`config.mk`:
```
export PLATFORM = sky130hd
export DESIGN_NAME = pct_timer
export DESIGN_NICKNAME = d
export VERILOG_FILES = /design/src/design/pct_pkg.sv /design/src/design/pct_reg_if.sv /design/src/design/pct_i2c_slave.sv /design/src/design/pct_timer.sv
export VERILOG_INCLUDE_DIRS = /design/src /design/src/design
export SDC_FILE = /design/constraint.sdc
export NUM_CORES = 1
export LEC_CHECK = 0
export BUFFER_PORTS_ARGS = -buffer_cell sky130_fd_sc_hd__clkbuf_2
export CORE_MARGIN = 2
export CORE_UTILIZATION = 40
export DETAILED_ROUTE_END_ITERATION = 10
export MAX_ROUTING_LAYER = met4
export PLACE_DENSITY_LB_ADDON = 0.25
export SLEW_MARGIN = 20
export SYNTH_ARGS = -nofsm -noshare
export SYNTH_HDL_FRONTEND = slang
export SYNTH_SLANG_ARGS = --single-unit
export TNS_END_PERCENT = 30
```
`constraint.sdc`:
```
create_clock -name clk -period 3.15 [get_ports clk]
set_input_delay 0.1575 -clock clk [delete_from_list [all_inputs] [get_ports clk]]
set_output_delay 0.1575 -clock clk [all_outputs]
set_load 0.05 [all_outputs]
```
`src/design/pct_defs.svh`:
```
// Register map, field layout, reset values and sizes of the countdown timer
`ifndef PCT_DEFS_SVH
`define PCT_DEFS_SVH

`define PCT_OFS_PRESET_LOW 8'h0a
`define PCT_OFS_PRESET_HIGH 8'h0b
`define PCT_OFS_COUNT_LOW 8'h0c
`define PCT_OFS_COUNT_HIGH_SHADOW 8'h0d

`define PCT_RST_PRESET_LOW 8'h00
`define PCT_RST_PRESET_HIGH 4'h0
`define PCT_RST_COUNT 12'h000
`define PCT_RST_SHADOW 4'h0

`define PCT_LOW_MSB 7
`define PCT_HIGH_LSB 8
`define PCT_HIGH_NIBBLE_MSB 3
`define PCT_COUNT_WIDTH 12

`define PCT_I2C_DEV_ADDR 7'h52
`define PCT_I2C_BITS 4'h8

`endif

```
`src/design/pct_pkg.sv`:
```
// Types of the countdown timer's serial register port
package pct_pkg;

    // Serial port states, one-hot
    typedef enum logic [6:0] {
        PCT_IDLE = 7'h01,
        PCT_ADDR = 7'h02,
        PCT_ACK_ADDR = 7'h04,
        PCT_WDATA = 7'h08,
        PCT_ACK_W = 7'h10,
        PCT_RDATA = 7'h20,
        PCT_ACK_R = 7'h40
    } pct_state_type;

endpackage

```
`src/design/pct_reg_if.sv`:
```
// Register access strobes between the serial port and the timer core
`timescale 1ns/1ps
interface pct_reg_if;
    logic wr_stb;
    logic rd_stb;
    logic [7:0] addr;
    logic [7:0] wdata;
    logic [7:0] rdata;

    modport port_side (output wr_stb, output rd_stb, output addr, output wdata, input rdata);
    modport core_side (input wr_stb, input rd_stb, input addr, input wdata, output rdata);
endinterface

```
`src/design/pct_i2c_slave.sv`:
```
// I2C target: pointer byte, auto-incrementing register writes and reads
`timescale 1ns/1ps
`include "pct_defs.svh"
module pct_i2c_slave #(
    parameter logic [6:0] DEV_ADDR = `PCT_I2C_DEV_ADDR
) (
    input wire logic clk,
    input wire logic nrst,
    input wire logic scl_in,
    input wire logic sda_in,
    output logic sda_out,
    output logic sda_oe,
    pct_reg_if.port_side bus
);
    logic scl_s1_q, scl_s2_q, scl_s3_q;
    logic sda_s1_q, sda_s2_q, sda_s3_q;
    logic scl_rise, scl_fall, start_seen, stop_seen;
    pct_pkg::pct_state_type state_q;
    logic [3:0] bit_cnt_q;
    logic [7:0] shift_q;
    logic [7:0] ptr_q;
    logic rw_q, first_q, nack_q, oe_q;
    logic wr_stb_q, rd_stb_q;
    logic [7:0] wdata_q;

    // Two-stage synchronisers, third stage for edges
    always_ff @(posedge clk or negedge nrst)
    begin
        if (!nrst)
        begin
            {scl_s1_q, scl_s2_q, scl_s3_q} <= 3'h7;
            {sda_s1_q, sda_s2_q, sda_s3_q} <= 3'h7;
        end
        else
        begin
            {scl_s1_q, scl_s2_q, scl_s3_q} <= {scl_in, scl_s1_q, scl_s2_q};
            {sda_s1_q, sda_s2_q, sda_s3_q} <= {sda_in, sda_s1_q, sda_s2_q};
        end
    end

    assign scl_rise = scl_s2_q && !scl_s3_q;
    assign scl_fall = !scl_s2_q && scl_s3_q;
    assign start_seen = scl_s2_q && scl_s3_q && !sda_s2_q && sda_s3_q;
    assign stop_seen = scl_s2_q && scl_s3_q && sda_s2_q && !sda_s3_q;

    // Frame sequencing, bit shifting and register strobes
    always_ff @(posedge clk or negedge nrst)
    begin
        if (!nrst)
        begin
            state_q <= pct_pkg::PCT_IDLE;
            bit_cnt_q <= 4'h0;
            shift_q <= 8'h00;
            ptr_q <= 8'h00;
            rw_q <= 1'b0;
            first_q <= 1'b0;
            nack_q <= 1'b0;
            oe_q <= 1'b0;
            wr_stb_q <= 1'b0;
            rd_stb_q <= 1'b0;
            wdata_q <= 8'h00;
        end
        else
        begin
            wr_stb_q <= 1'b0;
            rd_stb_q <= 1'b0;
            if (start_seen)
            begin
                state_q <= pct_pkg::PCT_ADDR;
                bit_cnt_q <= 4'h0;
                first_q <= 1'b1;
                oe_q <= 1'b0;
            end
            else if (stop_seen)
            begin
                state_q <= pct_pkg::PCT_IDLE;
                oe_q <= 1'b0;
            end
            else
            begin
                unique case (state_q)
                    pct_pkg::PCT_IDLE:
                    begin
                        oe_q <= 1'b0;
                    end
                    pct_pkg::PCT_ADDR, pct_pkg::PCT_WDATA:
                    begin
                        if (scl_rise && bit_cnt_q != `PCT_I2C_BITS)
                        begin
                            shift_q <= {shift_q[6:0], sda_s2_q};
                            bit_cnt_q <= bit_cnt_q + 4'h1;
                        end
                        else if (scl_fall && bit_cnt_q == `PCT_I2C_BITS)
                        begin
                            if (state_q == pct_pkg::PCT_ADDR)
                            begin
                                if (shift_q[7:1] == DEV_ADDR)
                                begin
                                    rw_q <= shift_q[0];
                                    oe_q <= 1'b1;
                                    state_q <= pct_pkg::PCT_ACK_ADDR;
                                end
                                else
                                begin
                                    state_q <= pct_pkg::PCT_IDLE;
                                end
                            end
                            else
                            begin
                                oe_q <= 1'b1;
                                state_q <= pct_pkg::PCT_ACK_W;
                                first_q <= 1'b0;
                                if (first_q)
                                begin
                                    ptr_q <= shift_q;
                                end
                                else
                                begin
                                    wr_stb_q <= 1'b1;
                                    wdata_q <= shift_q;
                                end
                            end
                        end
                    end
                    pct_pkg::PCT_ACK_ADDR, pct_pkg::PCT_ACK_W:
                    begin
                        if (wr_stb_q)
                        begin
                            ptr_q <= ptr_q + 8'h01;
                        end
                        if (scl_fall)
                        begin
                            bit_cnt_q <= 4'h0;
                            if (state_q == pct_pkg::PCT_ACK_ADDR && rw_q)
                            begin
                                shift_q <= bus.rdata;
                                oe_q <= !bus.rdata[7];
                                rd_stb_q <= 1'b1;
                                state_q <= pct_pkg::PCT_RDATA;
                            end
                            else
                            begin
                                oe_q <= 1'b0;
                                state_q <= pct_pkg::PCT_WDATA;
                            end
                        end
                    end
                    pct_pkg::PCT_RDATA:
                    begin
                        if (rd_stb_q)
                        begin
                            ptr_q <= ptr_q + 8'h01;
                        end
                        if (scl_fall)
                        begin
                            if (bit_cnt_q == `PCT_I2C_BITS - 4'h1)
                            begin
                                oe_q <= 1'b0;
                                state_q <= pct_pkg::PCT_ACK_R;
                            end
                            else
                            begin
                                shift_q <= {shift_q[6:0], 1'b0};
                                oe_q <= !shift_q[6];
                                bit_cnt_q <= bit_cnt_q + 4'h1;
                            end
                        end
                    end
                    pct_pkg::PCT_ACK_R:
                    begin
                        if (scl_rise)
                        begin
                            nack_q <= sda_s2_q;
                        end
                        else if (scl_fall)
                        begin
                            bit_cnt_q <= 4'h0;
                            if (nack_q)
                            begin
                                state_q <= pct_pkg::PCT_IDLE;
                            end
                            else
                            begin
                                shift_q <= bus.rdata;
                                oe_q <= !bus.rdata[7];
                                rd_stb_q <= 1'b1;
                                state_q <= pct_pkg::PCT_RDATA;
                            end
                        end
                    end
                    default:
                    begin
                        state_q <= pct_pkg::PCT_IDLE;
                    end
                endcase
            end
        end
    end

    // Open-drain drive: only ever pulls low
    assign sda_out = 1'b0;
    assign sda_oe = oe_q;
    assign bus.wr_stb = wr_stb_q;
    assign bus.rd_stb = rd_stb_q;
    assign bus.addr = ptr_q;
    assign bus.wdata = wdata_q;
endmodule // pct_i2c_slave

```
`src/design/pct_timer.sv`:
```
// Periodic countdown timer core with its preset and count registers
`timescale 1ns/1ps
`include "pct_defs.svh"
module pct_timer #(
    parameter int COUNT_W = `PCT_COUNT_WIDTH,
    parameter logic [6:0] DEV_ADDR = `PCT_I2C_DEV_ADDR
) (
    input wire logic clk,
    input wire logic nrst,
    input wire logic scl_in,
    input wire logic sda_in,
    output logic sda_out,
    output logic sda_oe,
    input wire logic write_lock,
    input wire logic countdown_run_enable,
    input wire logic countdown_repeat_select,
    input wire logic timer_tick,
    output logic timer_event
);
    pct_reg_if rif ();
    logic [7:0] preset_low_q;
    logic [3:0] preset_high_q;
    logic [11:0] count_q;
    logic [11:0] status_q;
    logic [3:0] shadow_q;
    logic run_prev_q;
    logic event_q;
    logic [11:0] preset;

    // Layout checks at elaboration
    if (COUNT_W != 12)
    begin : g_bad_width
        $error("pct_timer supports only a 12-bit counter");
    end

    pct_i2c_slave #(
        .DEV_ADDR(DEV_ADDR)
    ) u_port (
        .clk(clk),
        .nrst(nrst),
        .scl_in(scl_in),
        .sda_in(sda_in),
        .sda_out(sda_out),
        .sda_oe(sda_oe),
        .bus(rif.port_side)
    );

    assign preset = {preset_high_q, preset_low_q};

    // Preset registers, writable only when unlocked
    always_ff @(posedge clk or negedge nrst)
    begin
        if (!nrst)
        begin
            preset_low_q <= `PCT_RST_PRESET_LOW;
            preset_high_q <= `PCT_RST_PRESET_HIGH;
        end
        else if (rif.wr_stb && !write_lock)
        begin
            if (rif.addr == `PCT_OFS_PRESET_LOW)
            begin
                preset_low_q <= rif.wdata;
            end
            if (rif.addr == `PCT_OFS_PRESET_HIGH)
            begin
                preset_high_q <= rif.wdata[`PCT_HIGH_NIBBLE_MSB:0];
            end
        end
    end

    // Countdown with automatic reload and expiry event
    always_ff @(posedge clk or negedge nrst)
    begin
        if (!nrst)
        begin
            count_q <= `PCT_RST_COUNT;
            run_prev_q <= 1'b0;
            event_q <= 1'b0;
        end
        else
        begin
            run_prev_q <= countdown_run_enable;
            event_q <= 1'b0;
            if (countdown_run_enable && !run_prev_q)
            begin
                count_q <= preset;
            end
            else if (countdown_run_enable && timer_tick)
            begin
                if (count_q > 12'h001)
                begin
                    count_q <= count_q - 12'h001;
                end
                else if (count_q == 12'h001)
                begin
                    event_q <= 1'b1;
                    count_q <= countdown_repeat_select ? preset : 12'h000;
                end
                else if (countdown_repeat_select)
                begin
                    count_q <= preset;
                end
            end
        end
    end

    // Status copy follows counter only while running
    always_ff @(posedge clk or negedge nrst)
    begin
        if (!nrst)
        begin
            status_q <= `PCT_RST_COUNT;
        end
        else if (countdown_run_enable)
        begin
            status_q <= count_q;
        end
    end

    // Upper count shadow, latched by low count read
    always_ff @(posedge clk or negedge nrst)
    begin
        if (!nrst)
        begin
            shadow_q <= `PCT_RST_SHADOW;
        end
        else if (rif.rd_stb && rif.addr == `PCT_OFS_COUNT_LOW)
        begin
            shadow_q <= status_q[11:`PCT_HIGH_LSB];
        end
    end

    // Read multiplexer; count registers have no write path
    always_comb
    begin
        unique case (rif.addr)
            `PCT_OFS_PRESET_LOW: rif.rdata = preset_low_q;
            `PCT_OFS_PRESET_HIGH: rif.rdata = {4'h0, preset_high_q};
            `PCT_OFS_COUNT_LOW: rif.rdata = status_q[`PCT_LOW_MSB:0];
            `PCT_OFS_COUNT_HIGH_SHADOW: rif.rdata = {4'h0, shadow_q};
            default: rif.rdata = 8'h00;
        endcase
    end

    assign timer_event = event_q;

    chk_preset_low_write: assert property (@(posedge clk) disable iff (!nrst)
        rif.wr_stb && !write_lock && rif.addr == `PCT_OFS_PRESET_LOW |=> preset_low_q == $past(rif.wdata))
        else $error("low preset not written");
    chk_preset_high_write: assert property (@(posedge clk) disable iff (!nrst)
        rif.wr_stb && !write_lock && rif.addr == `PCT_OFS_PRESET_HIGH |=> preset_high_q == $past(rif.wdata[3:0]))
        else $error("high preset not written");
    chk_lock_blocks_write: assert property (@(posedge clk) disable iff (!nrst)
        rif.wr_stb && write_lock |=> $stable(preset))
        else $error("locked preset changed");
    chk_reload_on_expiry: assert property (@(posedge clk) disable iff (!nrst)
        countdown_run_enable && run_prev_q && timer_tick && countdown_repeat_select && count_q == 12'h001
        |=> count_q == $past(preset) && timer_event)
        else $error("no reload at expiry");
    chk_oneshot_stops: assert property (@(posedge clk) disable iff (!nrst)
        run_prev_q && countdown_run_enable && !countdown_repeat_select && count_q == 12'h000 |=> count_q == 12'h000)
        else $error("one-shot counter moved past zero");
    chk_event_cause: assert property (@(posedge clk) disable iff (!nrst)
        timer_event |-> $past(count_q) == 12'h001 && $past(timer_tick) && $past(countdown_run_enable))
        else $error("event without expiry");
    chk_decrement_step: assert property (@(posedge clk) disable iff (!nrst)
        countdown_run_enable && run_prev_q && timer_tick && count_q > 12'h001 |=> count_q == $past(count_q) - 12'h001)
        else $error("counter did not decrement");
    chk_status_frozen: assert property (@(posedge clk) disable iff (!nrst)
        !countdown_run_enable |=> $stable(status_q))
        else $error("status moved while stopped");
    chk_shadow_latch: assert property (@(posedge clk) disable iff (!nrst)
        rif.rd_stb && rif.addr == `PCT_OFS_COUNT_LOW |=> shadow_q == $past(status_q[11:8]) ##1 $stable(shadow_q))
        else $error("shadow not latched");
    chk_status_write_ignored: assert property (@(posedge clk) disable iff (!nrst)
        rif.wr_stb && rif.addr == `PCT_OFS_COUNT_HIGH_SHADOW |=> $stable(shadow_q))
        else $error("write changed shadow");

    cov_periodic_event: cover property (@(posedge clk) disable iff (!nrst)
        timer_event && countdown_repeat_select ##[1:1000] timer_event);
    cov_locked_write: cover property (@(posedge clk) disable iff (!nrst) rif.wr_stb && write_lock);
    cov_shadow_read: cover property (@(posedge clk) disable iff (!nrst)
        rif.rd_stb && rif.addr == `PCT_OFS_COUNT_LOW ##[1:1000] rif.rd_stb && rif.addr == `PCT_OFS_COUNT_HIGH_SHADOW);
endmodule // pct_timer

```
==> results.py, run 1 <==
metrics = {
    "clocking": {
        "htreeDepth": 3,
        "clockBufferDepth": 2,
        "cts_buffers": 9,
        "cts.sinks": 89,
        "postCtsSetupBuffers": 0,
        "clock_latency_ns": 0.35,
        "clk_pin_slew_worst_paths_ns": 0.07,
        "cts_root_buffer": "clkbuf_16",
        "cts_tree": "yes",
    },
    "logic_synthesis": {
        "synth_most_common_cell": "dfrtp_1",
        "syn_inst": 475,
        "avgSynthCellArea_um2": 10.4,
        "yosysSeqAreaShare": 0.454,
        "syn-num-nets": 491,
        "yosysTopAreaCellShare": 0.416,
        "synth_area_mm2": 0.00493,
        "synth_edf_count": 0,
        "async_reset_ff_frac": 1.00,
        "synth.largest_area_cell": "dfrtp_1",
        "ys_seq_elements": 89,
        "ys_top_cells_by_area": "dfrtp_1 42%, mux2_2 11%, dfstp_2 3.7%",
        "synth_common_cells": "82 x dfrtp_1, 48 x mux2_2, 31 x nand2_1, 24 x a21oi_1, 22 x nor2_1",
        "yosysWarnings": 0,
        "synth_ff_type": "dfrtp_1",
        "ys_types": 66,
    },
    "power_and_ir_drop": {
        "p_per_area_mw_per_mm2": 573,
        "irDropWorstVdd_mv": 0.440,
        "p_leak_uw": 0.00230,
        "power.total_uw": 3090,
    },
    "global_route": {
        "overflow": 0,
        "grt_usage": 0.197,
        "grt_pass1_wl_mm": 19.5,
        "grt_pass1_vias": 3597,
        "antenna_found_initial": 0,
        "grt_max_degree": 90,
    },
    "cells_and_area": {
        "fin_util": 0.449,
        "fin_nets": 494,
        "diodes": 0,
        "synthToLayoutAreaGrowth_pct": 9.42,
        "drive_gt1_frac": 0.213,
    },
    "worst_setup_path": {
        "cp_max_fo": 9,
        "path_cells": "inv_1 > ha_1 > or3b_1 > nor3_1 > a31oi_1 > and2_1 > a221o_1",
        "r2r_cells": 7,
        "cp-end-kind": "flip-flop",
        "cp-start-kind": "flip-flop",
        "critical_path_class": "flip-flop to flip-flop",
        "cp.arrival_ns": 2.79,
        "crit_slowest_cell": "dfrtp_1",
        "critical_path.max_stage_delay_ns": 0.41,
        "crit_required_ns": 3.38,
    },
    "route": {
        "via_count": 3750,
        "wire_per_inst_um": 18.5,
        "drc": 0,
        "first_pass_iters": 4,
        "ant_nets": 0,
        "wl_mm": 11.7,
        "drtIter0Drc": 487,
        "viasPerCell": 5.95,
    },
    "floorplanning": {
        "die_w_um": 115,
        "die_area_mm2": 0.0132,
        "num_io_pins": 11,
        "die_h_um": 115,
        "core_area_mm2": 0.0120,
        "fp-row-count": 40,
        "initial_core_util": 0.410,
    },
    "sta": {
        "final_max_slew_viol_count": 0,
        "fmax_ghz": 0.391,
        "relSlewSlack": 0.443,
        "final.hold.worst_slack_ns": 0.210,
        "fin_crit_sh": 0.811,
        "worstMarginPinSlew_ns": 0.834,
        "skew_ns": 0.00736,
        "finalSetupTns_ns": 0,
        "setup-violations-final": 0,
        "min_period_ns": 2.56,
        "hold_violations": 0,
        "rsz0062_at_grt": "no",
    },
    "status": {
        "status": "complete, no violations",
    },
    "hold_path": {
        "min_path_type": "input port to flip-flop",
        "min_path_cells": 1,
    },
    "flow_run": {
        "drv_cap": 0,
    },
    "placed_design": {
        "hpwl_mm": 8.30,
        "gp_congestion": 0.886,
        "numPortBuffers": 9,
    },
}
metal layers:
metal  wire length (um)  global-route usage  vias up
met4                 79              0.0763        0
met1               5820               0.283     1862
li1                   -                   -     1793
met5                  0                   -        -
met2               5140               0.268       87
met3                627              0.0474        8
placed cells by master, fill, tap and decap left out, types with 5 or more instances in the layout:
cell type	count
a31oi_1	15
nor2b_1	6
nand2_1	31
nand4_1	7
clkbuf_2	8
inv_1	9
a21o_1	6
a22oi_1	5
nor4_1	5
nand2b_1	6
buf_4	5
nor2_1	22
mux2_2	48
dfstp_2	7
clkbuf_16	9
mux2i_1	5
ha_1	8
dfrtp_1	82
o21a_1	5
a221o_1	8
nand3b_1	6
nor3b_1	10
o21ai_0	20
nand3_1	21
a21oi_1	24
nor3_1	15
final timing paths:
kind                                           start                             to  slack (ns)
setup / recovery              count_q[0]$_DFFE_PN0P_         count_q[7]$_DFFE_PN0P_        0.59
max in group asynchronous                       nrst  u_port.state_q[6]$_DFFE_PN0P_        2.14
min in group asynchronous                       nrst         count_q[3]$_DFFE_PN0P_        0.40
setup reg to reg              count_q[0]$_DFFE_PN0P_         count_q[7]$_DFFE_PN0P_        0.59
hold reg to reg            u_port.sda_s1_q$_DFF_PN1_      u_port.sda_s2_q$_DFF_PN1_        0.36
hold / removal                  countdown_run_enable           run_prev_q$_DFF_PN0_        0.21
worst max-delay path, delay by kind of cell (launching register included):
family,cells,cell delay [ns]
flip-flops,1,0.41
AO/OA/AOI/OAI,2,0.64
adder cells (fa/ha/maj),1,0.25
buffers and inverters,1,0.09
AND/OR/NAND/NOR,3,1.03
area by class of cell:
cell class	instances	area, um^2
fillers	1150	6620
multi-input cells	352	2540
flip-flops and latches	89	2240
clock buffers	11	243
well taps	147	184
repair buffers	17	119
clock inverters	5	37.5
inverters	9	33.8
kinds of logic after synthesis:
kind of cell / synth area share
xor gates and xnor gates: 0.0107
AOI/OAI and AO/OA: 0.171
and+or+nand+nor: 0.193
muxes: 0.120
buffers and inverters: 0.0310
DFF: 0.454
adders and majority gates: 0.0203
other: 0.000761
power by group:
part           internal (uW)  switching [uW]
registers               1290             181
clock network            560             461
logic                    282             313
total                   2130             955
through the flow:
stage	area [um^2]	instances	setup slack, ns
floorplan	4930	475	0.920
finish	5390	630	0.594
global route	5390	630	0.356
CTS	5380	629	0.616
global placement	5080	611	0.684
detailed placement	5080	611	0.615
sequential cells by signal (all words and copies together) (netlist names), 4 cells and up:
name	cells
u_port.bus.addr	8
status_q	12
u_port.state_q	7
preset_low_q	8
preset_high_q	4
count_q	12
u_port.bus.wdata	8
shadow_q	4
u_port.bit_cnt_q	4
u_port.shift_q	8
repair_timing:
| action | CTS | global route |
|---|---|---|
| endpoints found under the hold margin | 2 | 82 |
| hold buffers | 2 | 1 |
| resized for setup | 0 | 0 |
Power figures use the tool's default switching activity.
==> run 2: changes to the inputs <==
==> constraint.sdc (replaced) <==
create_clock -name clk -period 2.26 [get_ports clk]
set_input_delay 0.113 -clock clk [delete_from_list [all_inputs] [get_ports clk]]
set_output_delay 0.113 -clock clk [all_outputs]
set_load 0.05 [all_outputs]
==> run 2 against run 1 <==
  * Critical path depth shrank 2
  * Worst setup slack lost 0.49 ns
  * Worst hold slack gained 0.048 ns
  * First-iteration DRC count shrank 24%
  * Cell count grew 7.1%
  * Via count grew 6.5%
  * Register-to-register slack lost 0.49 ns
  * Combinational power grew 80%
  * Sequential share of layout area shrank 3.1 points
  * Clock power grew 57%
  * Wire length grew 8.2%
  * Critical path type unchanged
  * Sequential power grew 37%
==> results.py, run 2 (synthesis gave the netlist of run 1 again) <==
metrics = {
    "status": {
        "status": "complete, no violations",
    },
    "route": {
        "ant_nets": 0,
        "first_pass_iters": 5,
        "drc": 0,
        "viasPerCell": 5.92,
        "via_count": 3995,
        "wire_per_inst_um": 18.7,
        "drtIter0Drc": 369,
        "wl_mm": 12.6,
    },
    "sta": {
        "min_period_ns": 2.15,
        "final.hold.worst_slack_ns": 0.259,
        "fmax_ghz": 0.465,
        "skew_ns": 0.00921,
        "hold_violations": 0,
        "final_max_slew_viol_count": 0,
        "relSlewSlack": 0.638,
        "rsz0062_at_grt": "no",
        "fin_crit_sh": 0.952,
        "setup-violations-final": 0,
        "worstMarginPinSlew_ns": 0.541,
    },
    "clocking": {
        "postCtsSetupBuffers": 0,
        "clockBufferDepth": 2,
        "cts_buffers": 9,
        "clock_latency_ns": 0.35,
        "clk_pin_slew_worst_paths_ns": 0.07,
        "cts_root_buffer": "clkbuf_16",
        "cts.sinks": 89,
        "cts_tree": "yes",
        "htreeDepth": 3,
    },
    "cells_and_area": {
        "fin_nets": 539,
        "ff_latch_area_mm2": 0.00224,
        "drive_gt1_frac": 0.288,
        "layout.cells.non_filler": 675,
        "diodes": 0,
        "multi_input_area_mm2": 0.00256,
        "stdcell_area_mm2": 0.00583,
        "final_common_cell": "dfrtp_1",
        "synthToLayoutAreaGrowth_pct": 18.3,
        "fin_util": 0.485,
        "top_regs": "count_q (12), status_q (12)",
        "fillers": 1100,
        "final_cell_mix": "82 x dfrtp_1, 48 x mux2_2, 47 x buf_4",
    },
    "worst_setup_path": {
        "cp.arrival_ns": 2.38,
        "cp-start-kind": "flip-flop",
        "rr_startpoint": "u_port.state_q[5]$_DFFE_PN0P_",
        "path_cells": "or4_4 > nor3_4 > nand2_2 > a21oi_4 > mux2_2",
        "crit_required_ns": 2.49,
        "cp-end-kind": "flip-flop",
        "critical_path.max_stage_delay_ns": 0.58,
        "crit_slowest_cell": "or4_4",
        "cp_max_fo": 8,
        "cpLargestDelayFamily": "simple AND/OR/NAND/NOR gates",
        "rrSetupSlack_ns": 0.11,
        "r2r_cells": 5,
        "rr_endpoint": "u_port.shift_q[4]$_DFFE_PN0P_",
        "critical_path_buf_inv_count": 0,
        "critical_path_class": "flip-flop to flip-flop",
    },
    "global_route": {
        "antenna_found_initial": 0,
        "grt_usage": 0.209,
        "grt_pass1_wl_mm": 20.8,
        "grt_max_degree": 57,
        "grt_pass1_vias": 3888,
        "overflow": 0,
    },
    "floorplanning": {
        "core_area_mm2": 0.0120,
        "initial_core_util": 0.410,
        "die_w_um": 115,
        "num_io_pins": 11,
        "die_area_mm2": 0.0132,
        "die_h_um": 115,
        "fp-row-count": 40,
    },
    "hold_path": {
        "min_path_type": "input port to asynchronous set/reset pin",
    },
    "placed_design": {
        "numPortBuffers": 9,
        "gp_congestion": 0.889,
        "hpwl_mm": 9.27,
        "placed_area_mm2": 0.00545,
        "dp_cells": 655,
    },
    "power_and_ir_drop": {
        "p_per_area_mw_per_mm2": 805,
        "p_leak_uw": 0.00256,
        "irDropWorstVdd_mv": 0.533,
    },
    "flow_run": {
        "drv_cap": 0,
    },
}
run 2: final cells by class:
| type | instances | area share |
|---|---|---|
| tap | 147 | 0.0316 |
| clock buffer | 9 | 0.0386 |
| multi-input combinational | 352 | 0.439 |
| clock inverter | 7 | 0.0170 |
| sequential | 89 | 0.384 |
| timing repair buffer | 62 | 0.0846 |
| inverter | 9 | 0.00580 |
run 2: metrics by stage:
| step | setup TNS, ns | worst slack [ns] | total power (uW) |
|---|---|---|---|
| global placement | 0 | 0.0707 | 3040 |
| detailed placement | -0.00152 | -0.00152 | 3080 |
| finish | 0 | 0.109 | 4690 |
| CTS | 0 | 0.0847 | 4700 |
| global route | 0 | 0.0111 | 4930 |
| floorplan | 0 | 0.0304 | 2640 |
run 2: how the worst max path moves through the flow:
| stage | from | to | depth (start not counted) |
|---|---|---|---|
| after global routing | count_q[1]$_DFFE_PN0P_ | count_q[7]$_DFFE_PN0P_ | 7 |
| after CTS | u_port.state_q[6]$_DFFE_PN0P_ | u_port.bit_cnt_q[3]$_DFFE_PN0P_ | 7 |
| after floorplan | count_q[0]$_DFFE_PN0P_ | count_q[9]$_DFFE_PN0P_ | 8 |
| after global placement | count_q[3]$_DFFE_PN0P_ | count_q[6]$_DFFE_PN0P_ | 6 |
| final | u_port.state_q[5]$_DFFE_PN0P_ | u_port.shift_q[4]$_DFFE_PN0P_ | 5 |
| after detailed placement | count_q[1]$_DFFE_PN0P_ | count_q[11]$_DFFE_PN0P_ | 7 |
run 2: metal layers:
metal / vias up / track usage / part of all wire
met4: 0 / 0.0410 / 0.014
met3: 17 / 0.0469 / 0.050
li1: 1875 / - / -
met2: 114 / 0.309 / 0.46
met5: - / - / 0
met1: 1989 / 0.297 / 0.48
run 2: worst reg2reg max path, cell delays in order, from the launching register on:
cell     delay (ns)
dfrtp_1        0.48
or4_4          0.58
nor3_4         0.21
nand2_2        0.11
a21oi_4        0.29
mux2_2         0.38
run 2: report_power, final:
part	internal, uW	leakage, uW	switching [uW]
clock	890	0.000154	705
combinational	526	0.00122	549
sequential	1800	0.00118	223
total	3210	0.00256	1480
run 2: what timing repair did:
item | in CTS | in global routing
endpoints found under the hold margin | 35 | 0
hold buffers | 4 | 0
setup endpoints to repair | 3 | 12
pin swaps | 0 | 0
gates resized for setup | 1 | 5
